--- config.mk ---
export PLATFORM = sky130hd
export DESIGN_NAME = xadl_exec
export DESIGN_NICKNAME = d
export VERILOG_FILES = /design/src/rtl/xadl_pkg.sv /design/src/rtl/xadl_xor_unit.sv /design/src/rtl/xadl_exec.sv
export SDC_FILE = /design/constraint.sdc
export NUM_CORES = 1
export LEC_CHECK = 0
export BUFFER_PORTS_ARGS = -buffer_cell sky130_fd_sc_hd__buf_4
export CAP_MARGIN = 10
export CORE_UTILIZATION = 35
export DETAILED_ROUTE_END_ITERATION = 16
export PLACE_DENSITY = 0.75
export SLEW_MARGIN = 15
export SYNTH_ARGS = -nofsm -noshare
export SYNTH_HDL_FRONTEND = slang
export SYNTH_SLANG_ARGS = --single-unit
--- constraint.sdc ---
create_clock -name sys_clk_in -period 1.6 [get_ports sys_clk_in]
set_input_delay 0.4 -clock sys_clk_in [delete_from_list [all_inputs] [get_ports sys_clk_in]]
set_output_delay 0.4 -clock sys_clk_in [all_outputs]
set_load 0.1 [all_outputs]
--- src/rtl/xadl_pkg.sv ---
// shared types and constants for the xor and direction-load executor
package xadl_pkg;
	localparam int DATA_W  = 8;
	localparam int FADDR_W = 7;
	localparam int DSEL_W  = 3;

	localparam logic [DSEL_W-1:0] DSEL_PORT_A = 3'h5;
	localparam logic [DSEL_W-1:0] DSEL_PORT_B = 3'h6;
	localparam logic [DSEL_W-1:0] DSEL_PORT_C = 3'h7;

	localparam logic [DATA_W-1:0] ACC_RESET   = 8'h00;
	localparam logic              ZERO_RESET  = 1'b0;
	localparam logic [DATA_W-1:0] DIR_RESET   = 8'hff;
	localparam logic [DATA_W-1:0] ZERO_BYTE   = 8'h00;
	localparam logic              DEST_ACC    = 1'b0;
	localparam logic              DEST_FILE   = 1'b1;

	typedef enum logic [1:0] {
		XADL_OP_NONE    = 2'b00,
		XADL_OP_DIRLOAD = 2'b01,
		XADL_OP_XORIMM  = 2'b10,
		XADL_OP_XORFILE = 2'b11
	} xadl_op_t;

	// one decoded instruction from the decoder
	typedef struct packed {
		logic                valid;
		xadl_op_t            op;
		logic [DATA_W-1:0]   literal;
		logic [FADDR_W-1:0]  faddr;
		logic                dest;
		logic [DSEL_W-1:0]   dsel;
	} xadl_instr_t;

	// file register write-back request
	typedef struct packed {
		logic                we;
		logic [FADDR_W-1:0]  addr;
		logic [DATA_W-1:0]   data;
	} xadl_fwrite_t;
endpackage

--- src/rtl/xadl_xor_unit.sv ---
// combinational xor datapath with zero detect
`timescale 1ns/1ps
module xadl_xor_unit #(
	parameter int WIDTH = 8
) (
	// operands
	input  wire logic [WIDTH-1:0] a_in,
	input  wire logic [WIDTH-1:0] b_in,
	// result
	output logic      [WIDTH-1:0] result_out,
	output logic                  zero_out
);
	if (WIDTH < 1) begin : g_width_check
		$error("xadl_xor_unit: WIDTH must be positive");
	end

	always_comb begin
		result_out = a_in ^ b_in;
		zero_out   = ~|(a_in ^ b_in);
	end
endmodule

--- src/rtl/xadl_exec.sv ---
// executes direction-load, xor-immediate and xor-file instructions
// Contract
// - direction-load copies the accumulator to the chosen direction register and leaves flags alone.
// - the direction-load operand 5, 6 or 7 picks port a, b or c; other values do nothing.
// - xor-immediate xors the accumulator with an 8-bit literal into the accumulator, touching only zero.
// - xor-file xors the accumulator with the 7-bit addressed file register, touching only zero.
// - xor-file with destination 0 writes the accumulator and leaves the file register as is.
// - xor-file with destination 1 writes the file register and leaves the accumulator as is.
`timescale 1ns/1ps
module xadl_exec #(
	parameter int DATA_W  = xadl_pkg::DATA_W,
	parameter int FADDR_W = xadl_pkg::FADDR_W
) (
	// clock and reset
	input  wire logic                   sys_clk_in,
	input  wire logic                   rst_n_in,
	// decoded instruction
	input  wire xadl_pkg::xadl_instr_t  instr_in,
	// file register read data for instr_in.faddr, same cycle
	input  wire logic [DATA_W-1:0]      file_rdata_in,
	// file register read address
	output logic      [FADDR_W-1:0]     file_raddr_out,
	// file register write-back
	output xadl_pkg::xadl_fwrite_t      file_wr_out,
	// architectural state
	output logic      [DATA_W-1:0]      acc_out,
	output logic                        zero_flag_out,
	output logic      [DATA_W-1:0]      port_a_direction_out,
	output logic      [DATA_W-1:0]      port_b_direction_out,
	output logic      [DATA_W-1:0]      port_c_direction_out
);
	// carriers are fixed-width structs, so the widths cannot differ
	if (DATA_W != xadl_pkg::DATA_W || FADDR_W != xadl_pkg::FADDR_W)
	begin : g_width_check
		$error("xadl_exec: widths must match package carriers");
	end

	logic [DATA_W-1:0] acc_reg, acc_next;
	logic              zero_reg, zero_next;
	logic [DATA_W-1:0] dir_a_reg, dir_a_next;
	logic [DATA_W-1:0] dir_b_reg, dir_b_next;
	logic [DATA_W-1:0] dir_c_reg, dir_c_next;
	xadl_pkg::xadl_fwrite_t fwr_reg, fwr_next;

	logic [DATA_W-1:0] xor_b;
	logic [DATA_W-1:0] xor_res;
	logic              xor_zero;

	// file read is addressed straight from the operand
	assign file_raddr_out = instr_in.faddr;

	assign xor_b = (instr_in.op == xadl_pkg::XADL_OP_XORFILE) ?
		file_rdata_in : instr_in.literal;

	xadl_xor_unit #(
		.WIDTH (DATA_W)
	) xadl_xor_unit_i (
		.a_in       (acc_reg),
		.b_in       (xor_b),
		.result_out (xor_res),
		.zero_out   (xor_zero)
	);

	always_comb begin
		acc_next    = acc_reg;
		zero_next   = zero_reg;
		dir_a_next  = dir_a_reg;
		dir_b_next  = dir_b_reg;
		dir_c_next  = dir_c_reg;
		fwr_next    = '0;
		if (instr_in.valid) begin
			unique case (instr_in.op)
				xadl_pkg::XADL_OP_NONE: begin
				end
				xadl_pkg::XADL_OP_DIRLOAD: begin
					// operands outside 5..7 are ignored, no latch of junk
					unique case (instr_in.dsel)
						xadl_pkg::DSEL_PORT_A: dir_a_next = acc_reg;
						xadl_pkg::DSEL_PORT_B: dir_b_next = acc_reg;
						xadl_pkg::DSEL_PORT_C: dir_c_next = acc_reg;
						default: begin
						end
					endcase
				end
				xadl_pkg::XADL_OP_XORIMM: begin
					acc_next  = xor_res;
					zero_next = xor_zero;
				end
				xadl_pkg::XADL_OP_XORFILE: begin
					zero_next = xor_zero;
					if (instr_in.dest == xadl_pkg::DEST_ACC) begin
						acc_next = xor_res;
					end else begin
						fwr_next.we   = 1'b1;
						fwr_next.addr = instr_in.faddr;
						fwr_next.data = xor_res;
					end
				end
			endcase
		end
	end

	always_ff @(posedge sys_clk_in) begin
		if (!rst_n_in) begin
			acc_reg   <= xadl_pkg::ACC_RESET;
			zero_reg  <= xadl_pkg::ZERO_RESET;
			dir_a_reg <= xadl_pkg::DIR_RESET;
			dir_b_reg <= xadl_pkg::DIR_RESET;
			dir_c_reg <= xadl_pkg::DIR_RESET;
			fwr_reg   <= '0;
		end else begin
			acc_reg   <= acc_next;
			zero_reg  <= zero_next;
			dir_a_reg <= dir_a_next;
			dir_b_reg <= dir_b_next;
			dir_c_reg <= dir_c_next;
			fwr_reg   <= fwr_next;
		end
	end

	assign acc_out              = acc_reg;
	assign zero_flag_out        = zero_reg;
	assign port_a_direction_out = dir_a_reg;
	assign port_b_direction_out = dir_b_reg;
	assign port_c_direction_out = dir_c_reg;
	assign file_wr_out          = fwr_reg;

	// helper decodes for assertions
	logic is_dir, is_ximm, is_xf;
	assign is_dir  = instr_in.valid &&
		instr_in.op == xadl_pkg::XADL_OP_DIRLOAD;
	assign is_ximm = instr_in.valid &&
		instr_in.op == xadl_pkg::XADL_OP_XORIMM;
	assign is_xf   = instr_in.valid &&
		instr_in.op == xadl_pkg::XADL_OP_XORFILE;

	a_dir_flags_kept: assert property (
		@(posedge sys_clk_in) disable iff (!rst_n_in)
		is_dir |=> $stable(zero_reg) && $stable(acc_reg))
		else $error("direction load changed accumulator or flag");

	a_dir_port_a: assert property (
		@(posedge sys_clk_in) disable iff (!rst_n_in)
		is_dir && instr_in.dsel == xadl_pkg::DSEL_PORT_A |=>
		dir_a_reg == $past(acc_reg) && $stable(dir_b_reg)
		&& $stable(dir_c_reg))
		else $error("port a direction load wrong");

	a_dir_port_sel: assert property (
		@(posedge sys_clk_in) disable iff (!rst_n_in)
		is_dir && instr_in.dsel == xadl_pkg::DSEL_PORT_B |=>
		dir_b_reg == $past(acc_reg) && $stable(dir_a_reg)
		&& $stable(dir_c_reg))
		else $error("port b direction load wrong");

	a_dir_port_c: assert property (
		@(posedge sys_clk_in) disable iff (!rst_n_in)
		is_dir && instr_in.dsel == xadl_pkg::DSEL_PORT_C |=>
		dir_c_reg == $past(acc_reg) && $stable(dir_a_reg)
		&& $stable(dir_b_reg))
		else $error("port c direction load wrong");

	a_dir_bad_operand: assert property (
		@(posedge sys_clk_in) disable iff (!rst_n_in)
		is_dir && instr_in.dsel < xadl_pkg::DSEL_PORT_A |=>
		$stable(dir_a_reg) && $stable(dir_b_reg) && $stable(dir_c_reg))
		else $error("invalid direction operand wrote a port");

	a_ximm_operand: assert property (
		@(posedge sys_clk_in) disable iff (!rst_n_in)
		is_ximm |-> xor_b == instr_in.literal)
		else $error("literal xor operand wrong");

	a_ximm_result: assert property (
		@(posedge sys_clk_in) disable iff (!rst_n_in)
		is_ximm |=> acc_reg == ($past(acc_reg) ^ $past(instr_in.literal))
		&& !file_wr_out.we)
		else $error("literal xor result wrong");

	a_xf_to_acc: assert property (
		@(posedge sys_clk_in) disable iff (!rst_n_in)
		is_xf && instr_in.dest == xadl_pkg::DEST_ACC |=>
		acc_reg == ($past(acc_reg) ^ $past(file_rdata_in))
		&& !file_wr_out.we)
		else $error("file xor to accumulator wrong");

	a_no_stray_write: assert property (
		@(posedge sys_clk_in) disable iff (!rst_n_in)
		!(is_xf && instr_in.dest == xadl_pkg::DEST_FILE) |=>
		!file_wr_out.we)
		else $error("file register written without a file xor");

	a_xf_to_file: assert property (
		@(posedge sys_clk_in) disable iff (!rst_n_in)
		is_xf && instr_in.dest == xadl_pkg::DEST_FILE |=>
		file_wr_out.we && file_wr_out.addr == $past(instr_in.faddr)
		&& file_wr_out.data == ($past(acc_reg) ^ $past(file_rdata_in))
		&& $stable(acc_reg))
		else $error("file xor write-back wrong");

	a_xf_read_addr: assert property (
		@(posedge sys_clk_in) disable iff (!rst_n_in)
		is_xf |-> file_raddr_out == instr_in.faddr
		&& xor_b == file_rdata_in)
		else $error("file read address or operand wrong");

	a_zero_flag: assert property (
		@(posedge sys_clk_in) disable iff (!rst_n_in)
		(is_ximm || is_xf) |=>
		zero_reg == (($past(acc_reg) ^ $past(xor_b))
		== xadl_pkg::ZERO_BYTE))
		else $error("zero flag wrong after xor");

	c_dir_load: cover property (@(posedge sys_clk_in) is_dir);
	c_dir_ignored: cover property (@(posedge sys_clk_in)
		is_dir && instr_in.dsel < xadl_pkg::DSEL_PORT_A);
	c_xor_zero: cover property (@(posedge sys_clk_in) is_ximm && xor_zero);
	c_xf_file: cover property (@(posedge sys_clk_in)
		is_xf && instr_in.dest == xadl_pkg::DEST_FILE);
	c_xf_acc: cover property (@(posedge sys_clk_in)
		is_xf && instr_in.dest == xadl_pkg::DEST_ACC);
endmodule

# Word-level counts from Yosys, hierarchy flattened
# Index checks and enable logic that the tools add are counted.
word_totals:
  ff_bits: 49
  latch_bits: 0
  ramBits: 0
  romBits: 0
  in_bits: 32
  out_inout_bits: 56
  wordCells: 31
  n_memories: 0
classes:
  n_addsub: 0
  multipliers: 0
  div: 0
  magnitude_cmp: 0
  eq_ne: 7
  shifts: 0
  muxes: 4
  bitwise: 1
  reduce_logical: 11
ops:
  columns: ["op", "n"]
  rows:
  - ["$mux W16", 1]
  - ["$mux W8", 2]
  - ["$pmux W8 S2", 1]
  - ["$reduce_and A3 Y1", 5]
  - ["$eq A3 B3 Y1 const B", 3]
  - ["$reduce_or A8 Y1", 1]
  - ["$xor A8 B8 Y8", 1]
  - ["$eq A2 B2 Y1 const B", 2]
  - ["$reduce_and A4 Y1", 1]
  - ["$eq A2 B1 Y1 const B", 1]
  - ["$ne A2 B2 Y1 const B", 1]
  - ["$reduce_and A2 Y1", 1]
  - ["$reduce_bool A2 Y1", 1]
  - ["$reduce_or A2 Y1", 1]
  - ["$logic_not A1 Y1", 1]

# Logic depth before layout (Yosys ltp)
logic_depth:
  ltp_word: 5
  mapped_depth: 6

# Cells and area by module
# From an unflattened synthesis, not the netlist that was laid out.
unflattened:
  cells_unflattened: 198
  area_unflattened_um2: 1956.9
modules_own_cells:
  columns: ["module", "n_inst", "cells_per_inst", "area_each_um2", "seq_area_each_um2"]
  rows:
  - ["xadl_exec", 1, 187, 1868.0, 980.9]
  - ["xadl_xor_unit", 1, 11, 88.8, 0.0]

# Least setup slack after synthesis
# OpenSTA, ideal clock, no wires.
synth_timing:
  path_type: "register -> register"
  startpoint: "register acc_reg[7], in the netlist acc_out[7]"
  endpoint: "register zero_reg, in the netlist zero_flag_out"
  t_arrival_ns: 1.559
  slack_ns: -0.046
  stages_incl_launch_ff: 4
  cell_sequence: "dfxtp_1 xor2_1 nand4_1 o31ai_1"
synth_via:
  elab_chain_len: 3
synth_rtl:
  columns: ["element", "line", "source"]
  rows:
  - ["start, declared", "xadl_exec.sv:38", "logic [DATA_W-1:0] acc_reg, acc_next;"]
  - ["start signal, assigned", "xadl_exec.sv:105", "acc_reg <= xadl_pkg::ACC_RESET;"]
  - ["start signal, assigned", "xadl_exec.sv:112", "acc_reg <= acc_next;"]
  - ["$xor A8 B8 Y8", "xadl_xor_unit.sv:19", "zero_out = ~|(a_in ^ b_in);"]
  - ["$reduce_or A8 Y1", "xadl_xor_unit.sv:19", null]
  - ["$logic_not A1 Y1", "xadl_xor_unit.sv:19", null]
  - ["end signal, assigned", "xadl_exec.sv:106", "zero_reg <= xadl_pkg::ZERO_RESET;"]
  - ["end signal, assigned", "xadl_exec.sv:113", "zero_reg <= zero_next;"]
  - ["end, declared", "xadl_exec.sv:39", "logic zero_reg, zero_next;"]
# No other way between the ends.
# A chain may end at the register's enable or synchronous reset.

# Worst setup path in the final report
layout_timing:
  startpoint: "register acc_reg[3], in the netlist acc_out[3]"
  endpoint: "output port acc_out[3]"
layout_lines:
  columns: ["element", "line", "source"]
  rows:
  - ["end, declared", "xadl_exec.sv:26", "output logic [DATA_W-1:0] acc_out,"]
# No word-level cell between the ends.

==> metrics.cfg <==
[finish]
area_growth_pct = 48.1
antennaDiodeCount = 0
fin_nets = 338
final_cell_mix = 102 x buf_4, 51 x nand2_1, 41 x dfxtp_1
final_common_cell = buf_4
fin_util_pct = 54.0
drive_above_1_share_pct = 40.7

[pwr]
p_total_w = 0.00256
switching_share_pct = 29.6
combPwrFrac_pct = 19.9
p_leak_nw = 1.38
p_int_w = 0.00180
ir_drop_uv = 369
power.density_nw_per_um2 = 928
seqPwrFrac_pct = 49.7
power_frac_clock_pct = 30.4
p_switching_w = 0.000757

[global_route]
globalRouteTotalUtil_pct = 17.0
overflow = 0
grt_pass1_wl_mm = 6.84
grt_max_degree = 35
grt_pass1_vias = 1471
antenna_found_initial = 0

[synthesis]
synth_xor_area_share_pct = 3.76
synth_mux_area_share_pct = 4.30
synth_nets = 244
synth_fa_ha_area_share_pct = 0
netlist_area_sq_um = 1860
synthSimpleGateAreaFrac_pct = 28.1
synth_top_family_by_area = simple AND/OR/NAND/NOR gates
ys_seq_elements = 49
avgSynthCellArea_sq_um = 8.79
synth_cells = 212
ys_seq_area_share_pct = 52.7
ys_types = 25
yosys_warnings = 0
synth_compound_area_share_pct = 6.18

[setup_path]
crit_fanout = 7
crit_chain = buf_4
crit_family = flip-flops
worstSetupPathType = reg2out
end_kind = primary output
start_kind = register
cp.arrival_ps = 1070
critical_path_buf_inv_count = 1
cpPeakStageDelay_ps = 450
cp.required_ps = 1200
critPathSlowestCell = dfxtp_2
rrSetupSlack_ps = 500

[clock_tree]
htree_levels = 2
cts-buffers-inserted = 5
ctsRootBufferMaster = clkbuf_8
post_cts_buffers = 0
cts_hold_buf = 0
clock-sinks = 49
cts_tree = done
clockBufferDepth = 2
clock_latency_ps = 290
path_clk_slew_ps = 80
cts-resized-gates = 0

[flow_run]
cap_violations = 0

[drt]
ant_nets = 0
vias = 1735
first_iter_violations = 71
vias_per_cell = 4.60
drtPass1Iterations = 4
routedWlPerCell_microns = 12.5
route.detailed.drc = 0
routed_wl_mm = 4.73

[status]
status = complete, no violations

[die]
core_sq_um = 5110
die_w_microns = 75.0
num_rows = 26
die-height_microns = 75.0
io_pins = 88
start_util_pct = 36.5
dieArea_sq_um = 5620

[sta]
period_needed_ps = 1470
setup_ws_ps = 129
max_slew.worst_pin.slew_ps = 316
period_share_pct = 91.9
rsz0062_at_grt = no
setup_viol = 0
final-max-slew-violation-count = 0
finClkSkew_ps = 3.21
whs_ps = 314
fmax_ghz = 0.680
hold_viol_final = 0
max-slew-margin-rel_pct = 78.3

[placed_design]
dp_hpwl_mm = 3.45
io_buffer_count = 87
dp_slack_ps = -105
gp_congestion = 0.704

[hold_path]
min_path_type = in2reg

## cell type report
class | count | area [sq um]
fill | 461 | 2350
sequential | 49 | 991
multi-input combinational | 146 | 790
timing repair buffer | 103 | 786
clock buffer | 7 | 96.3
tap | 70 | 87.6
clock inverter | 1 | 5.00
inverter | 1 | 3.75
## worst paths after layout
check,start,endpoint,cells past startpoint
max,acc_out[3],acc_out[3],1
min reg2reg,port_c_direction_out[6],port_c_direction_out[6],2
max reg2reg,acc_out[3],zero_flag_out,3
min,instr_in[6],file_wr_out[10],2
## layer usage
layer | routed length, microns | GRT usage (%) | vias up | part of all wire, %
met2 | 2130 | 26.5 | 68 | 45
met4 | 55 | 6.29 | 0 | 1.2
li1 | - | - | 882 | -
met3 | 367 | 4.95 | 5 | 7.8
met1 | 2180 | 22.2 | 780 | 46
met5 | 0 | 0 | - | 0
## cell usage after synthesis
| cell type | number | share of area [%] |
|---|---|---|
| nand2_1 | 51 | 10 |
| dfxtp_1 | 49 | 53 |
| nand3_1 | 28 | 7.5 |
| nor2_1 | 10 | 2.0 |
| mux2i_1 | 8 | 4.3 |
| o21ai_0 | 8 | 2.1 |
| xor2_1 | 8 | 3.8 |
| and2_1 | 7 | 2.4 |
| buf_4 | 7 | 2.8 |
| or3_1 | 7 | 2.4 |
| a21boi_0 | 6 | 2.4 |
| clkbuf_1 | 6 | 1.2 |
| or2_2 | 3 | 1.0 |
| a21boi_1 | 2 | 0.81 |
| nand4_1 | 2 | 0.67 |
| a21o_1 | 1 | 0.40 |
| and3_1 | 1 | 0.34 |
| and4b_2 | 1 | 0.60 |
| buf_1 | 1 | 0.20 |
| buf_2 | 1 | 0.27 |
| clkbuf_2 | 1 | 0.27 |
| inv_1 | 1 | 0.20 |
| nand2_4 | 1 | 0.60 |
| o31ai_1 | 1 | 0.40 |
| or3_2 | 1 | 0.40 |
## through the flow
step	instances	instance area, sq um	TNS, ps
after floorplan	212	1870	0
after detailed placement	369	2660	-105
after global placement	369	2660	-80.8
after CTS	377	2760	0
final	377	2760	0
after global routing	377	2760	0
## power by group through the flow
stage	Combinational, W	Sequential, W	Clock [W]
finish	0.000509	0.00127	0.000778
global placement	0.000506	0.00130	0
global route	0.000538	0.00128	0.000840
detailed placement	0.000511	0.00130	0
CTS	0.000513	0.00127	0.000800
floorplan	0.000179	0.00146	0
## state kept, by name (all words and copies together) (netlist names)
signal	count
file_wr_out	16
acc_out	8
port_a_direction_out	8
port_b_direction_out	8
port_c_direction_out	8
zero_flag_out	1
## kinds of logic (layout without fill, tap and decap cells)
kind of cell              Yosys count  count (layout)
xor gates and xnor gates            8               8
muxes                               8               8
DFF                                49              49
AOI/OAI and AO/OA                  18              18
buffers and inverters              17             112
and+or+nand+nor                   112             112
Note: power is estimated with default switching activity, not from simulation.
